`config.mk`:
```
export PLATFORM = sky130hd
export DESIGN_NAME = ttlv_out
export DESIGN_NICKNAME = d
export VERILOG_FILES = /design/src/hdl/ttlv_pkg.sv /design/src/hdl/ttlv_out.sv
export VERILOG_INCLUDE_DIRS = /design/src /design/src/hdl
export SDC_FILE = /design/constraint.sdc
export NUM_CORES = 1
export LEC_CHECK = 0
export CORE_MARGIN = 3
export CORE_UTILIZATION = 57
export DETAILED_ROUTE_END_ITERATION = 8
export DONT_BUFFER_PORTS = 1
export PLACE_DENSITY = 0.68
export SYNTH_ARGS = -nofsm -noshare
export SYNTH_HDL_FRONTEND = slang
export SYNTH_SLANG_ARGS = --single-unit
```
`constraint.sdc`:
```
create_clock -name ref_clk -period 9.3 [get_ports ref_clk]
set_clock_uncertainty 0.15 [all_clocks]
set_input_delay 0.465 -clock ref_clk [delete_from_list [all_inputs] [get_ports ref_clk]]
set_output_delay 0.465 -clock ref_clk [all_outputs]
set_load 0.01 [all_outputs]
```
`src/hdl/ttlv_params.svh`:
```
// Constants for the two-tap line video output formatter.
`ifndef TTLV_PARAMS_SVH
`define TTLV_PARAMS_SVH

// Raw converter sample width and link port width.
`define TTLV_RAW_W 12
`define TTLV_PORT_W 8
`define TTLV_CNT_W 14

// Full-resolution line lengths in pixels.
`define TTLV_LEN_2K 14'h0800
`define TTLV_LEN_4K 14'h1000
`define TTLV_LEN_8K 14'h2000

// Reset values of the link ports and the pair counter.
`define TTLV_PORT_RST 8'h00
`define TTLV_CNT_RST 14'h0000

`endif

```
`src/hdl/ttlv_pkg.sv`:
```
// Types shared by the two-tap line video output formatter.
`default_nettype none
`include "ttlv_params.svh"

package ttlv_pkg;

  // Selectable two-tap pixel depths.
  typedef enum logic [1:0] {
    TTLV_DEPTH_12,
    TTLV_DEPTH_10,
    TTLV_DEPTH_8
  } ttlv_depth_t;

  // Sensor width class of the model.
  typedef enum logic [1:0] {
    TTLV_MODEL_2K,
    TTLV_MODEL_4K,
    TTLV_MODEL_8K
  } ttlv_model_t;

  // Line transfer states.
  typedef enum logic {
    TTLV_IDLE,
    TTLV_SEND
  } ttlv_state_t;

  // Configuration, held steady by the camera control logic.
  typedef struct packed {
    ttlv_depth_t depth;
    ttlv_model_t model;
    logic hbin;
    logic area_of_interest_en;
    logic [`TTLV_CNT_W-1:0] area_of_interest_width;
  } ttlv_cfg_t;

  // One pixel pair as read out of the sensor, raw converter samples.
  typedef struct packed {
    logic [`TTLV_RAW_W-1:0] first_pixel_stream;
    logic [`TTLV_RAW_W-1:0] second_pixel_stream;
  } ttlv_pair_t;

  // Inputs of the serialising link transmitter.
  typedef struct packed {
    logic [`TTLV_PORT_W-1:0] port_a;
    logic [`TTLV_PORT_W-1:0] port_b;
    logic [`TTLV_PORT_W-1:0] port_c;
    logic line_valid;
    logic frame_valid;
    logic data_valid;
    logic spare;
    logic strobe;
  } ttlv_link_t;

endpackage : ttlv_pkg

`default_nettype wire

```
`src/hdl/ttlv_out.sv`:
```
// Two-tap line video output formatter driving the link transmitter inputs.
`default_nettype none
`include "ttlv_params.svh"

// Notes on behaviour
// - Line valid and data valid stay low whenever no valid pixels are sent.
// - After readout completes, both flags rise together on the first transfer cycle.
// - First transfer cycle carries pixel 1 on first stream, pixel 2 on second.
// - Each later cycle advances two pixels, odd on first, even on second.
// - After the last pair both flags fall together.
// - Pixels go out at the selected depth: 12, 10 or 8 bits.
// - Twelve-bit depth maps streams onto ports A, B and C as tabled.
// - Ten-bit depth matches twelve-bit, B2, B3, B6, B7 unused.
// - Eight-bit depth: first stream on A, second on B, C unused.
// - Full-resolution line: 8192, 4096 or 2048 pixels by model.
// - Horizontal binning halves the full-resolution line length.
// - Area of interest, when active, sets the pixels per line.
// - Reduced depths drop two or four converter low bits.
// - Ports and valid flags update on each rising pixel clock edge; the strobe follows the pixel clock.

module ttlv_out (
  // Clock and reset.
  input wire logic ref_clk,
  input wire logic resetn,
  // Configuration from camera control.
  input wire ttlv_pkg::ttlv_cfg_t cfg,
  // Readout handshake and pixel source.
  input wire logic readout_done,
  input wire ttlv_pkg::ttlv_pair_t pair_in,
  output logic pair_take,
  // Pixel clock from the link clock generator.
  input wire logic pix_clk,
  // Link transmitter inputs.
  output ttlv_pkg::ttlv_link_t link,
  output logic busy
);
  import ttlv_pkg::*;

  // ==========================================================================
  // Pixel clock sampling
  // ==========================================================================

  logic pclk_s1_q;
  logic pclk_s2_q;
  logic pclk_s3_q;
  logic pclk_rise;

  // Two flops tame the foreign clock; the third serves edge detection and feeds the strobe.
  always_ff @(posedge ref_clk or negedge resetn) begin
    if (!resetn) begin
      pclk_s1_q <= 1'b0;
      pclk_s2_q <= 1'b0;
      pclk_s3_q <= 1'b0;
    end else begin
      pclk_s1_q <= pix_clk;
      pclk_s2_q <= pclk_s1_q;
      pclk_s3_q <= pclk_s2_q;
    end
  end

  assign pclk_rise = pclk_s2_q & ~pclk_s3_q;

  // ==========================================================================
  // Line length
  // ==========================================================================

  logic [`TTLV_CNT_W-1:0] full_len;
  logic [`TTLV_CNT_W-1:0] line_len;
  logic [`TTLV_CNT_W:0] len_round;
  logic [`TTLV_CNT_W-1:0] line_pairs;

  always_comb begin
    case (cfg.model)
      TTLV_MODEL_2K: full_len = `TTLV_LEN_2K;
      TTLV_MODEL_4K: full_len = `TTLV_LEN_4K;
      TTLV_MODEL_8K: full_len = `TTLV_LEN_8K;
      default: full_len = `TTLV_LEN_2K;
    endcase
  end

  // Pick the pixel count, then round up to whole pairs. An odd area of
  // interest ends on a pair whose second pixel the receiver should discard.
  always_comb begin
    if (cfg.area_of_interest_en) begin
      line_len = cfg.area_of_interest_width;
    end else if (cfg.hbin) begin
      line_len = full_len >> 1;
    end else begin
      line_len = full_len;
    end
    len_round = {1'b0, line_len} + {{`TTLV_CNT_W{1'b0}}, 1'b1};
    line_pairs = len_round[`TTLV_CNT_W:1];
  end

  // ==========================================================================
  // Line sequencing
  // ==========================================================================

  ttlv_state_t state_q;
  ttlv_state_t state_d;
  logic pending_q;
  logic [`TTLV_CNT_W-1:0] remain_q;
  logic [`TTLV_CNT_W-1:0] remain_d;
  logic start;
  logic load_pair;

  assign start = pclk_rise & (state_q == TTLV_IDLE) & pending_q & (line_pairs != `TTLV_CNT_RST);
  assign load_pair = pclk_rise & (start | ((state_q == TTLV_SEND) & (remain_q != `TTLV_CNT_RST)));

  // A readout arriving in the same cycle a line starts stays pending.
  always_ff @(posedge ref_clk or negedge resetn) begin
    if (!resetn) begin
      pending_q <= 1'b0;
    end else if (readout_done) begin
      pending_q <= 1'b1;
    end else if (start) begin
      pending_q <= 1'b0;
    end
  end

  // Next state and remaining pair count, changed only on pixel clock edges.
  always_comb begin
    state_d = state_q;
    remain_d = remain_q;
    case (state_q)
      TTLV_IDLE: begin
        if (start) begin
          state_d = TTLV_SEND;
          remain_d = line_pairs - `TTLV_CNT_W'(1);
        end
      end
      TTLV_SEND: begin
        if (pclk_rise) begin
          if (remain_q == `TTLV_CNT_RST) begin
            state_d = TTLV_IDLE;
          end else begin
            remain_d = remain_q - `TTLV_CNT_W'(1);
          end
        end
      end
      default: begin
        state_d = TTLV_IDLE;
      end
    endcase
  end

  // Sequencer registers.
  always_ff @(posedge ref_clk or negedge resetn) begin
    if (!resetn) begin
      state_q <= TTLV_IDLE;
      remain_q <= `TTLV_CNT_RST;
    end else begin
      state_q <= state_d;
      remain_q <= remain_d;
    end
  end

  // ==========================================================================
  // Depth reduction and port mapping
  // ==========================================================================

  logic [`TTLV_PORT_W-1:0] map_a;
  logic [`TTLV_PORT_W-1:0] map_b;
  logic [`TTLV_PORT_W-1:0] map_c;
  logic [`TTLV_RAW_W-1:0] p0;
  logic [`TTLV_RAW_W-1:0] p1;

  assign p0 = pair_in.first_pixel_stream;
  assign p1 = pair_in.second_pixel_stream;

  always_comb begin
    case (cfg.depth)
      TTLV_DEPTH_10: begin
        map_a = p0[9:2];
        map_b = {2'h0, p1[11:10], 2'h0, p0[11:10]};
        map_c = p1[9:2];
      end
      TTLV_DEPTH_8: begin
        map_a = p0[11:4];
        map_b = p1[11:4];
        map_c = `TTLV_PORT_RST;
      end
      default: begin
        map_a = p0[7:0];
        map_b = {p1[11:8], p0[11:8]};
        map_c = p1[7:0];
      end
    endcase
  end

  // ==========================================================================
  // Link output registers
  // ==========================================================================

  logic [`TTLV_PORT_W-1:0] port_a_q;
  logic [`TTLV_PORT_W-1:0] port_b_q;
  logic [`TTLV_PORT_W-1:0] port_c_q;
  logic line_valid_q;
  logic data_valid_q;
  logic frame_valid_q;
  logic spare_q;
  logic strobe_q;
  logic pair_take_q;
  logic busy_q;

  // Data and flags change on the detected pixel clock rise; between edges
  // they hold, giving the receiver one reference cycle of setup before the strobe rise.
  always_ff @(posedge ref_clk or negedge resetn) begin
    if (!resetn) begin
      port_a_q <= `TTLV_PORT_RST;
      port_b_q <= `TTLV_PORT_RST;
      port_c_q <= `TTLV_PORT_RST;
      line_valid_q <= 1'b0;
      data_valid_q <= 1'b0;
    end else if (load_pair) begin
      port_a_q <= map_a;
      port_b_q <= map_b;
      port_c_q <= map_c;
      line_valid_q <= 1'b1;
      data_valid_q <= 1'b1;
    end else if (pclk_rise) begin
      port_a_q <= `TTLV_PORT_RST;
      port_b_q <= `TTLV_PORT_RST;
      port_c_q <= `TTLV_PORT_RST;
      line_valid_q <= 1'b0;
      data_valid_q <= 1'b0;
    end
  end

  // The strobe lags the data by one reference cycle so that its rising
  // edge never meets changing data at the transmitter.
  always_ff @(posedge ref_clk or negedge resetn) begin
    if (!resetn) begin
      frame_valid_q <= 1'b0;
      spare_q <= 1'b0;
      strobe_q <= 1'b0;
    end else begin
      frame_valid_q <= 1'b0;
      spare_q <= 1'b0;
      strobe_q <= pclk_s3_q;
    end
  end

  // Source handshake: one pulse per consumed pair; the next pair must be
  // presented before the following pixel clock rise.
  always_ff @(posedge ref_clk or negedge resetn) begin
    if (!resetn) begin
      pair_take_q <= 1'b0;
      busy_q <= 1'b0;
    end else begin
      pair_take_q <= load_pair;
      busy_q <= (state_d == TTLV_SEND);
    end
  end

  // Each link field has one owning process; the struct is only assembled here,
  // so no variable is written from two clocked processes.
  assign link = '{port_a: port_a_q, port_b: port_b_q, port_c: port_c_q,
                  line_valid: line_valid_q, frame_valid: frame_valid_q,
                  data_valid: data_valid_q, spare: spare_q, strobe: strobe_q};
  assign pair_take = pair_take_q;
  assign busy = busy_q;

endmodule : ttlv_out

`default_nettype wire

```
**After elaboration in Yosys (flattened, before gate mapping)**

Index checks and enable logic that the tools add are counted.

- Flip-flop bits (word level): 46
- Bits in latches: 0
- Memory bits (writable): 0
- ROM bits: 0
- Input bits: 48
- Output and inout port bits: 31
- Logic and storage cells: 59
- Memories kept: 0

- Add/sub/neg operators: 3
- Multiply operators: 0
- Div/mod/pow operators: 0
- $lt $le $gt $ge: 0
- Eq/ne operators: 7
- Shift-type cells: 0
- Mux-type cells: 22
- Bitwise logic cells: 9
- Reduce and logical (&&, ||, !) cells: 6

Operators with widths:

| operator | count |
|---|---|
| $mux W14 | 5 |
| $pmux W14 S2 | 2 |
| $pmux W8 S2 | 3 |
| $mux W8 | 4 |
| $reduce_bool A14 Y1 | 2 |
| $sub A14 B1 Y14 const B | 2 |
| $add A14 B1 Y15 const B | 1 |
| $logic_not A14 Y1 | 1 |
| $mux W1 | 7 |
| $and A1 B1 Y1 | 6 |
| $ne A2 B2 Y1 const B | 3 |
| $eq A2 B1 Y1 const B | 2 |
| $eq A2 B2 Y1 const B | 2 |
| $reduce_bool A2 Y1 | 2 |
| $reduce_and A3 Y1 | 1 |
| $not A1 Y1 | 2 |
| $pmux W1 S2 | 1 |
| $or A1 B1 Y1 | 1 |

**Logic depth before layout (Yosys ltp)**

Gate-level depths: netlist of the first run.

- Word-level depth: 10
- Depth in mapped cells: 15
- Gate-level depth less buffers: 11

**Worst setup path before layout of the first run**

No wires, ideal clock.

- Path kind: input to register
- From: input port cfg[14] (netlist name)
- To: register remain_q[10]
- Library setup time: 0.136 ns
- Arrival time: 3.660 ns
- Data required time: 9.014 ns
- Path slack: 5.354 ns
- Cell stages on the path: 15
- Cells stage by stage: buf_2 > buf_2 > clkbuf_1 > and2_1 > ha_1 > clkbuf_1 > xor2_1 > o21a_1 > ha_1 > inv_1 > a2111oi_1 > nand4_1 > or2_0 > a2111oi_0 > nor3b_1

- Cells in the longest elaborated chain, start to end: 6
- Elaborated cells on any way between the ends: 9
- Those cells by class: 2 x add/sub; 1 x eq/ne; 3 x mux; 1 x bitwise; 2 x reduce/logical

Ends and longest elaborated chain:

| what | RTL line | source |
|---|---|---|
| from (decl) | ttlv_out.sv:26 | `input wire ttlv_pkg::ttlv_cfg_t cfg,` |
| $mux W14 * | ttlv_out.sv:84 | `if (cfg.area_of_interest_en) begin` |
| $add A14 B1 Y15 * | ttlv_out.sv:91 | `` len_round = {1'b0, line_len} + {{`TTLV_CNT_W{1'b0}}, 1'b1}; `` |
| parallel branches: the longest is 4 deep, another holds $sub A14 B1 Y14 | -- |  |
| to (signal assigned) | ttlv_out.sv:151 | `` remain_q <= `TTLV_CNT_RST; `` |
| to (signal assigned) | ttlv_out.sv:154 | `remain_q <= remain_d;` |
| to (decl) | ttlv_out.sv:102 | `` logic [`TTLV_CNT_W-1:0] remain_q; `` |

Every way passes the cells marked *. The select of a mux whose other input is x is not followed.
A chain may end at the register's enable or synchronous reset.

**Final worst setup path of the first run**

- From: input port cfg[14] (netlist name)
- To: register remain_q[11]

The elaborated chain is that of the path after synthesis.

==> summary.md, run 1 <==
| Metric | Value |
|---|---|
| Critical Path Source Type | `input pin` |
| Via count of the first global-routing pass | `2870` |
| Setup-failing EPs final | `0` |
| Top FF cell, synth | `dfrtp_1` |
| Skew-Pair Late Insertion Delay | `0.31 ns` |
| Total Nets Final | `421` |
| F_max | `about 270 MHz` |
| Core Util, Final | `60.70%` |
| Sequential area share after synthesis | `34.77%` |
| Fin. Hold Viols | `0` |
| DR DRC count | `0` |
| Clock slew at reported path FFs | `0.10 ns` |
| Antenna violations before repair | `0` |
| Grt total ovfl | `0` |
| Final Non-Filler Cells | `440` |
| Chip height | `~80 um` |
| Root buffer cell | `clkbuf_8` |
| Sinks on the clock net | `46` |
| Crit path max-delay family | `simple AND/OR/NAND/NOR gates` |
| Req. time, crit path | `between 9 and 10 ns` |
| Crit path top cell by count | `buf_4` |
| Met2 global-route usage | `43.43%` |
| GRT met3 Usage | `7.050%` |
| Row count | `27` |
| Core area | `0.005574 sq mm` |
| Vias | `2877` |
| Critical path's slowest cell | `nor4_1` |
| Pleak | `0.001343 uW` |
| RSZ-0062 raised after global routing | `false` |
| Routed Antenna Nets | `0` |
| Fillcell total | `518` |
| Diodes inserted | `0` |
| Max-slew violation count | `0` |
| VDD IR max | `0.1127 mV` |
| Synthesized instance count | `about 390` |
| Crit. End Element | `flop` |
| Synth unique cells | `72` |
| # port buffers | `0` |
| Area Growth Syn to Fin | `2.192%` |
| CTS tree | `built` |
| Setup repair bufs after CTS | `0` |
| Post-synth EDFFs | `0` |
| CTS resizes | `0` |
| Initial Util | `around three fifths` |
| First-pass GRT wire length | `around 14000 um` |
| Clk buf depth | `2` |
| IO Count | `about 80` |
| Crit path cell chain | `and2_1 -> ha_1 -> nand2_1 -> nor4_1 -> nor4b_1 -> nor2_1 -> o31ai_2 -> buf_4 -> and2_0 -> buf_4 -> inv_4 -> mux2_4` |
| Dpl cells | `430` |
| Bufs and invs on worst path | `3` |
| All-Layer GR Usage | `roughly 26%` |
| Mean routed wirelength per cell | `18.48 um` |
| H-tree levels | `2` |
| Yosys reg bits | `between 40 and 50` |
| TritonCTS Buffers | `5` |
| Status | `finished, final reports clean` |
| WS Path Type | `in -> reg` |
| Commonest non-fill, non-tap cell in the layout | `nand2_1` |
| Setup TNS | `0 ns` |
| Die X | `~82 um` |
| Routed vias/inst | `around 6.5` |
| Synthesized area | `around 0.0033 sq mm` |
| TritonRoute pass-1 iters | `5` |
| Final worst path period share | `40.30%` |
| Global Route met1 Usage | `about a third` |
| Worst Hold Class | `in -> reg` |
| CP max stage delay | `0.58 ns` |
| Die area | `0.006758 sq mm` |
| Largest fanout on the critical path | `31` |
| Initial DRC count | `approximately 160` |
| Minimum clock period | `3.748 ns` |
| Synth warn | `0` |
| Total Power | `roughly 570 uW` |
| Share of cells above drive strength 1 | `6.793%` |
| Pwr/cell area | `168.4 mW/mm^2` |
| Routability cong. | `0.8824` |
| Worst-margin pin slew | `0.9644 ns` |
| Avg Cell Area, Syn | `8.511 sq um` |
| Ys async rst share | `100.0%` |
| Arrival time at the worst endpoint | `3.80 ns` |
| Pin count of the biggest net entering global routing | `47` |
| Slew headroom | `35.71%` |
| Routed WL | `a little over 8000 um` |
| Hold_buf cts | `2` |
| Max-cap violations | `0` |
| Commonest cells after routing, fill and taps aside | `47 x nand2_1, 46 x dfrtp_1, 33 x o21ai_0, 22 x a22oi_1, 19 x a21oi_1` |
| Post-DP HPWL | `5795 um` |
| GR peak layer | `met2` |
state kept, by name, summed over array words and instances (netlist names), 8 cells and up:
name	flops
port_a_q	8
port_b_q	8
port_c_q	8
remain_q	14
cells by family after synthesis:
family	share of synthesized area (%)
AO/OA/AOI/OAI	25.02
XOR/XNOR	4.762
adder cells (fa/ha/maj)	2.268
buffers and inverters	7.143
flip-flops	34.77
multiplexers	4.195
other	0.1133
AND/OR/NAND/NOR	21.73
power by group:
part / total [uW] / leakage [uW] / internal [uW] / switching, uW
clock network: 132 / 0.0000467 / 55.8 / 76.2
logic: 169 / 0.000735 / 75.2 / 94.0
registers: 268 / 0.000562 / 232 / 36.3
path summary, 6_finish.rpt:
kind                                           from  depth (start not counted)                  endpoint  slack, ns
worst min-delay path                        pix_clk                          0       pclk_s1_q$_DFF_PN0_       0.04
worst min register to register  pclk_s1_q$_DFF_PN0_                          0       pclk_s2_q$_DFF_PN0_       0.21
worst max-delay path                        cfg[14]                         12  remain_q[11]$_DFFE_PN0P_       5.55
max in group asynchronous                    resetn                          2   port_a_q[3]$_DFFE_PN0P_       8.23
min in group asynchronous                    resetn                          2  remain_q[11]$_DFFE_PN0P_       0.56
worst max register to register       busy$_DFF_PN0_                          9  remain_q[10]$_DFFE_PN0P_       5.62
worst register-to-register path: stages (launching register included):
cell and delay [ns]:
dfrtp_1 0.41, buf_4 0.31, mux2i_1 0.39, ha_1 0.31, inv_1 0.09, a2111oi_1 0.78, nand4_1 0.30, or2_0 0.30
a2111oi_0 0.42, nor3b_1 0.09
per-stage QoR:
stage	hold WS, ns	setup slack (ns)	cell area [sq um]
after global routing	0.01099	5.257	3383
after global placement	0.02095	5.388	3249
after CTS	0.02736	5.634	3383
after detailed placement	0.02319	5.307	3249
final	0.03608	5.552	3383
after floorplan	0.01941	5.354	3314
area by class of cell:
type,instances,area (sq um),area share [%]
Sequential cell,46,1151,34.02
Multi-Input combinational cell,294,1927,56.95
Timing Repair Buffer,5,60.06,1.775
Tap cell,72,90.09,2.663
Clock buffer,5,68.82,2.034
Clock inverter,3,27.53,0.8136
Inverter,15,58.81,1.738
routing by layer:
metal / wire (um) / share of wire (%)
met1: 3397 / 42
met2: 4026 / 50
met3: 602 / 7.4
met4: 104 / 1.3
met5: 0 / 0
synth_stat cells, types with 3 or more instances:
master | instances | share of area (%)
xnor2_1 | 13 | 3.4
and3_1 | 6 | 1.1
nand2_1 | 47 | 5.3
nor4_1 | 4 | 0.76
xor2_1 | 5 | 1.3
nand4_1 | 8 | 1.5
mux2_4 | 3 | 1.4
nand2b_1 | 7 | 1.3
o21ai_0 | 33 | 5.0
a31oi_1 | 4 | 0.76
a21oi_1 | 19 | 2.9
nor4b_1 | 3 | 0.79
o32ai_1 | 4 | 1.1
nor3b_1 | 3 | 0.68
ha_1 | 6 | 2.3
and2_1 | 4 | 0.76
dfrtp_1 | 46 | 35
nor2b_1 | 5 | 0.94
a2111oi_0 | 4 | 1.1
mux2_2 | 3 | 1.0
a211oi_1 | 7 | 1.6
mux2i_1 | 6 | 1.8
clkbuf_1 | 16 | 1.8
nor2_1 | 17 | 1.9
a22oi_1 | 22 | 5.0
buf_2 | 9 | 1.4
inv_1 | 14 | 1.6
nand3_1 | 13 | 2.0
nor3_1 | 3 | 0.45
buf_4 | 7 | 1.6
No activity file was read; power rests on OpenSTA's default activity.
==> run 2: changes to the inputs <==
==> constraint.sdc (replaced) <==
create_clock -name ref_clk -period 3.6 [get_ports ref_clk]
set_clock_uncertainty 0.15 [all_clocks]
set_input_delay 0.18 -clock ref_clk [delete_from_list [all_inputs] [get_ports ref_clk]]
set_output_delay 0.18 -clock ref_clk [all_outputs]
set_load 0.01 [all_outputs]
==> summary.md, run 2 (synthesized netlist as in run 1, its figures left out) <==
| Metric | Value |
|---|---|
| Grt total ovfl | `0 (unchanged)` |
| Die X | `82.21 um (unchanged)` |
| WS Path Type | `reg -> reg (was in -> reg)` |
| TritonRoute pass-1 iters | `5 (unchanged)` |
| Req. time, crit path | `3.65 ns (was 9.35 ns)` |
| Arrival time at the worst endpoint | `3.13 ns (was 3.80 ns)` |
| Slew headroom | `35.15% (was 35.71%)` |
| Sinks on the clock net | `46 (unchanged)` |
| Antenna violations before repair | `0 (unchanged)` |
| Max-cap violations | `0 (unchanged)` |
| Area Growth Syn to Fin | `11.34% (was 2.192%)` |
| Crit path cell chain | `buf_4 -> inv_1 -> o2111ai_1 -> o2111a_1 -> and3_1 -> nor4b_1 -> xnor2_1 -> mux2_4 (was and2_1 -> ha_1 -> nand2_1 -> nor4_1 -> nor4b_1 -> nor2_1 -> o31ai_2 -> buf_4 -> and2_0 -> buf_4 -> inv_4 -> mux2_4)` |
| Pin count of the biggest net entering global routing | `47 (unchanged)` |
| Critical path's slowest cell | `nor4b_1 (was nor4_1)` |
| Minimum clock period | `3.082 ns` |
| Routability cong. | `0.8522 (was 0.8824)` |
| Setup repair bufs after CTS | `0 (unchanged)` |
| DR DRC count | `0 (unchanged)` |
| Largest fanout on the critical path | `26 (was 31)` |
| Storage cell area | `0.001151 sq mm (unchanged)` |
| Critical Path Source Type | `flop (was input pin)` |
| Max-slew violation count | `0 (unchanged)` |
| Die area | `0.006758 sq mm (unchanged)` |
| Mean routed wirelength per cell | `18.46 um (was 18.48 um)` |
| Commonest cells after routing, fill and taps aside | `47 x nand2_1, 46 x dfrtp_1, 33 x o21ai_0, 27 x dlygate4sd3_1, 22 x a22oi_1 (was 47 x nand2_1, 46 x dfrtp_1, 33 x o21ai_0, 22 x a22oi_1, 19 x a21oi_1)` |
| Pleak | `0.001474 uW (was 0.001343 uW)` |
| H-tree levels | `2 (unchanged)` |
| Root buffer cell | `clkbuf_8 (unchanged)` |
| Crit. End Element | `flop (unchanged)` |
| CP max stage delay | `0.53 ns (was 0.58 ns)` |
| Worst-margin pin slew | `0.9728 ns (was 0.9644 ns)` |
| Total Nets Final | `452 (was 421)` |
| Routed Antenna Nets | `0 (unchanged)` |
| Via count of the first global-routing pass | `2976 (was 2870)` |
| Routed WL | `8696 um (was 8130 um)` |
| TritonCTS Buffers | `5 (unchanged)` |
| Row count | `27 (unchanged)` |
| Post-DP HPWL | `5969 um (was 5795 um)` |
| Setup-failing EPs final | `0 (unchanged)` |
| First-pass GRT wire length | `13890 um (was 13570 um)` |
| IO Count | `79 (unchanged)` |
| F_max | `324.5 MHz` |
| RSZ-0062 raised after global routing | `false (unchanged)` |
| Crit path max-delay family | `simple AND/OR/NAND/NOR gates (unchanged)` |
| Post-DP Area | `0.003292 sq mm (was 0.003249 sq mm)` |
| Pwr/cell area | `413.6 mW/mm^2 (was 168.4 mW/mm^2)` |
| Hold WS | `0.05237 ns (was 0.03608 ns)` |
| Worst Hold Class | `in -> reg (unchanged)` |
| Fillcell total | `484 (was 518)` |
| Post-route cell area | `0.003686 sq mm (was 0.003383 sq mm)` |
| Switching Share | `36.12% (was 36.24%)` |
| Pint | `973.9 uW (was 363.2 uW)` |
| Switching Power | `550.6 uW (was 206.4 uW)` |
| Status | `finished, final reports clean (unchanged)` |
| All-Layer GR Usage | `26.31% (was 25.56%)` |
| Initial Util | `59.39% (unchanged)` |
| Core area | `0.005574 sq mm (unchanged)` |
| Diodes inserted | `0 (unchanged)` |
| Fin. Hold Viols | `0 (unchanged)` |
| Routed vias/inst | `6.516 (was 6.539)` |
| Final Worst Setup Slack | `0.5182 ns (was 5.552 ns)` |
| # port buffers | `0 (unchanged)` |
| Share of cells above drive strength 1 | `7.769% (was 6.793%)` |
| Clock slew at reported path FFs | `0.10 ns (about the same)` |
| Clk buf depth | `2 (unchanged)` |
| Skew-Pair Late Insertion Delay | `0.30 ns (was 0.31 ns)` |
| Bufs and invs on worst path | `2 (was 3)` |
| Chip height | `82.21 um (unchanged)` |
| CTS tree | `built (unchanged)` |
| Seq pwr share | `45.6% (was 47.1%)` |
| Vias | `3069 (was 2877)` |
| Clock share of power | `22.5% (was 23.2%)` |
| Multi-input gate area | `0.001932 sq mm (was 0.001927 sq mm)` |
| Setup TNS | `0 ns (unchanged)` |
| Largest register FFs | `14 (unchanged)` |
| Initial DRC count | `195 (was 155)` |
| Comb pwr share | `31.9% (was 29.7%)` |
| Total Power | `1525 uW (was 569.6 uW)` |
| VDD IR max | `0.2923 mV (was 0.1127 mV)` |
| Commonest non-fill, non-tap cell in the layout | `nand2_1 (unchanged)` |
| Final worst path period share | `85.61%` |
| Pre-CTS setup slack | `0.5352 ns (was 5.307 ns)` |
| Largest Register | `remain_q (unchanged)` |
-- run 2: changes by cell type in the layout (fill, tap and decap cells not counted), sizes merged --
| cell | before | now |
|---|---|---|
| buf | 4 | 9 |
| dlygate4sd3 | 1 | 27 |
-- run 2: area by class of cell --
class,instances,share of cell area [%]
clock inverter,3,0.7468
sequential,46,31.23
tap,72,2.444
multi-input combinational,294,52.41
timing repair buffer,36,9.708
clock buffer,5,1.867
inverter,15,1.595
-- run 2: routing by layer --
metal | wire length, um | up-vias | global-route usage, %
li1 | - | 1442 | -
met1 | 3523 | 1504 | 31.12
met2 | 4490 | 108 | 47.28
met3 | 540 | 15 | 5.531
met4 | 142 | 0 | 8.306
met5 | 0 | - | 0
-- run 2: per-stage QoR --
| step | instances | utilization, % |
|---|---|---|
| floorplan | 390 | - |
| global placement | 435 | 59.06 |
| detailed placement | 435 | 59.06 |
| CTS | 471 | 66.13 |
| global route | 471 | 66.13 |
| finish | 471 | 66.13 |
-- run 2: path summary, 6_finish.rpt --
check                               startpoint                       end  slack (ns)  cells past startpoint
max                             busy$_DFF_PN0_  remain_q[11]$_DFFE_PN0P_        0.52                      8
min                                pair_in[20]   port_a_q[4]$_DFFE_PN0P_        0.05                      4
max reg2reg                     busy$_DFF_PN0_  remain_q[11]$_DFFE_PN0P_        0.52                      8
min reg2reg                pclk_s1_q$_DFF_PN0_       pclk_s2_q$_DFF_PN0_        0.23                      0
max in group asynchronous               resetn       pclk_s3_q$_DFF_PN0_        2.80                      2
min in group asynchronous               resetn   remain_q[9]$_DFFE_PN0P_        0.27                      2
-- run 2: power groups by stage --
stage / Clock [uW] / Sequential [uW] / Combinational, uW
6_report: 342 / 696 / 486
5_1_grt: 376 / 706 / 542
4_1_cts: 348 / 696 / 482
3_5_place_dp: 0 / 706 / 438
3_3_place_gp: 0 / 704 / 424
2_1_floorplan: 0 / 680 / 372
-- run 2: what timing repair did --
item,in CTS,in global routing
endpoints found under the hold margin,72,0
resized for setup,0,0
hold buffers,28,0
-- run 2: worst register-to-register path: stages (launching register included) --
cell	delay [ns]
dfrtp_1	0.46
buf_4	0.33
inv_1	0.24
o2111ai_1	0.15
o2111a_1	0.36
and3_1	0.35
nor4b_1	0.53
xnor2_1	0.14
mux2_4	0.27
==> run 3: changes to the inputs <==
--- a/config.mk
+++ b/config.mk
@@ -7,10 +7,10 @@
 export NUM_CORES = 1
 export LEC_CHECK = 0
 export CORE_MARGIN = 3
-export CORE_UTILIZATION = 57
+export CORE_UTILIZATION = 58
 export DETAILED_ROUTE_END_ITERATION = 8
 export DONT_BUFFER_PORTS = 1
-export PLACE_DENSITY = 0.68
+export PLACE_DENSITY = 0.7
 export SYNTH_ARGS = -nofsm -noshare
 export SYNTH_HDL_FRONTEND = slang
 export SYNTH_SLANG_ARGS = --single-unit
==> summary.md, run 3 (synthesized netlist as in run 1, its figures left out) <==
| Metric | Value |
|---|---|
| First-pass GRT wire length | `13680 um (was 13890 um)` |
| # port buffers | `0 (unchanged)` |
| Routed WL | `8565 um (was 8696 um)` |
| TritonRoute pass-1 iters | `5 (unchanged)` |
| All-Layer GR Usage | `26.66% (was 26.31%)` |
| Hold WS | `0.01258 ns (was 0.05237 ns)` |
| Setup-failing EPs final | `0 (unchanged)` |
| Clock share of power | `20.7% (was 22.5%)` |
| Slew headroom | `31.41% (was 35.15%)` |
| Req. time, crit path | `3.63 ns (was 3.65 ns)` |
| Post-DP Area | `0.003267 sq mm (was 0.003292 sq mm)` |
| CTS tree | `built (unchanged)` |
| Pint | `947.8 uW (was 973.9 uW)` |
| Via count of the first global-routing pass | `2790 (was 2976)` |
| Switching Share | `35.50% (was 36.12%)` |
| Diodes inserted | `0 (unchanged)` |
| Routed vias/inst | `6.409 (was 6.516)` |
| Commonest non-fill, non-tap cell in the layout | `nand2_1 (unchanged)` |
| Share of cells above drive strength 1 | `6.853% (was 7.769%)` |
| Worst Hold Class | `in -> reg (unchanged)` |
| Commonest cells after routing, fill and taps aside | `47 x nand2_1, 46 x dfrtp_1, 33 x o21ai_0, 26 x dlygate4sd3_1, 22 x a22oi_1 (was 47 x nand2_1, 46 x dfrtp_1, 33 x o21ai_0, 27 x dlygate4sd3_1, 22 x a22oi_1)` |
| R2R setup slack | `0.53 ns (was 0.52 ns)` |
| Clock slew at reported path FFs | `0.09 ns (was 0.10 ns)` |
| Worst-margin pin slew | `1.029 ns (was 0.9728 ns)` |
| Max-cap violations | `0 (unchanged)` |
| CTS resizes | `0 (unchanged)` |
| Pwr/cell area | `404.5 mW/mm^2 (was 413.6 mW/mm^2)` |
| Hold-critical path depth | `2 (was 4)` |
| F_max | `325.7 MHz (was 324.5 MHz)` |
| Status | `finished, final reports clean (unchanged)` |
| Antenna violations before repair | `0 (unchanged)` |
| Crit. End Element | `flop (unchanged)` |
| H-tree levels | `2 (unchanged)` |
| RSZ-0062 raised after global routing | `false (unchanged)` |
| Die X | `81.55 um (was 82.21 um)` |
| Chip height | `81.55 um (was 82.21 um)` |
| Hold path startpoint | `pair_in[7] (was pair_in[20])` |
| Post-route cell area | `0.003633 sq mm (was 0.003686 sq mm)` |
| Core area | `0.005303 sq mm (was 0.005574 sq mm)` |
| Vias | `2974 (was 3069)` |
| Comb pwr share | `31.8% (was 31.9%)` |
| Critical Path Source Type | `flop (unchanged)` |
| Initial Util | `62.44% (was 59.39%)` |
| TritonCTS Buffers | `5 (unchanged)` |
| Arrival time at the worst endpoint | `3.10 ns (was 3.13 ns)` |
| Switching Power | `521.8 uW (was 550.6 uW)` |
| Total Nets Final | `448 (was 452)` |
| Final worst path period share | `85.30% (was 85.61%)` |
| Fin. Hold Viols | `0 (unchanged)` |
| Skew-Pair Late Insertion Delay | `0.31 ns (was 0.30 ns)` |
| Pin count of the biggest net entering global routing | `47 (unchanged)` |
| Clk buf depth | `2 (unchanged)` |
| R2R depth | `8 (unchanged)` |
| Largest register FFs | `14 (unchanged)` |
| Post-DP HPWL | `5834 um (was 5969 um)` |
| Mean routed wirelength per cell | `18.46 um (about the same)` |
| Routability cong. | `0.8523 (was 0.8522)` |
| Largest fanout on the critical path | `14 (was 26)` |
| Area Growth Syn to Fin | `9.750% (was 11.34%)` |
| End of the worst hold path | `port_b_q[3]$_DFFE_PN0P_ (was port_a_q[4]$_DFFE_PN0P_)` |
| Setup TNS | `0 ns (unchanged)` |
| Largest Register | `remain_q (unchanged)` |
| IO Count | `79 (unchanged)` |
| Minimum clock period | `3.071 ns (was 3.082 ns)` |
| Max-slew violation count | `0 (unchanged)` |
| VDD IR max | `0.2982 mV (was 0.2923 mV)` |
| Pleak | `0.001452 uW (was 0.001474 uW)` |
| Root buffer cell | `clkbuf_8 (unchanged)` |
| Sinks on the clock net | `46 (unchanged)` |
| DR DRC count | `0 (unchanged)` |
| Die area | `0.006650 sq mm (was 0.006758 sq mm)` |
| Grt total ovfl | `0 (unchanged)` |
| Initial DRC count | `239 (was 195)` |
| Seq pwr share | `47.5% (was 45.6%)` |
| Crit Reg-Reg Startpoint | `busy$_DFF_PN0_ (unchanged)` |
| Worst flop-to-flop path endpoint | `remain_q[10]$_DFFE_PN0P_ (was remain_q[11]$_DFFE_PN0P_)` |
| WS Path Type | `reg -> reg (unchanged)` |
| Routed Antenna Nets | `0 (unchanged)` |
| Row count | `26 (was 27)` |
-- run 3: power by group through the flow --
stage                     registers, uW  logic [uW]  clock network (uW)
after global routing                712         523                 332
final                               698         467                 304
after CTS                           699         463                 308
after detailed placement            708         422                   0
after global placement              705         415                   0
after floorplan                     680         372                   0
-- run 3: how the worst max path moves through the flow --
stage	endpoint	cells after the start	slack, ns	start
2_1_floorplan	remain_q[10]$_DFFE_PN0P_	15	0.1	cfg[14]
3_3_place_gp	remain_q[13]$_DFFE_PN0P_	10	0.38	cfg[16]
3_5_place_dp	remain_q[13]$_DFFE_PN0P_	10	0.43	cfg[16]
4_1_cts	remain_q[10]$_DFFE_PN0P_	8	0.53	busy$_DFF_PN0_
5_1_grt	remain_q[10]$_DFFE_PN0P_	8	0.31	busy$_DFF_PN0_
6_report	remain_q[10]$_DFFE_PN0P_	8	0.53	busy$_DFF_PN0_
-- run 3: metrics by stage --
| stage | power, uW | util [%] | cells | setup WS (ns) |
|---|---|---|---|---|
| final | 1470 | 68.52 | 464 | 0.5292 |
| after global routing | 1567 | 68.52 | 464 | 0.3110 |
| after CTS | 1469 | 68.52 | 464 | 0.5293 |
| after detailed placement | 1130 | 61.61 | 430 | 0.4341 |
| after global placement | 1120 | 61.61 | 430 | 0.3790 |
| after floorplan | 1052 | - | 390 | 0.09729 |
-- run 3: layout make-up --
cell class                 instances  area, sq um
multi-input combinational        294         1932
clock inverter                     2        10.01
fill                             447         1669
timing repair buffer              32        325.3
tap                               70        87.58
sequential                        46         1151
inverter                          15        58.81
clock buffer                       5        68.82
-- run 3: per-layer routing --
metal	global-route usage, %	up-vias	routed length, um
li1	-	1438	-
met2	40.64	118	4082
met4	7.432	0	128
met3	5.811	14	677
met5	0	-	0
met1	38.13	1404	3677
-- run 3: worst max-delay path: stages (launching register included) --
cell and delay [ns]:
dfrtp_1 0.62, mux2i_1 0.32, ha_1 0.27, inv_1 0.09, a2111oi_2 0.52, nand4_1 0.22
or2_0 0.27, a2111oi_0 0.39, nor3b_1 0.09
-- run 3: repair_timing --
item	in CTS	in global routing
hold buffers	27	0
endpoints found under the hold margin	70	0
buffers inserted	0	0
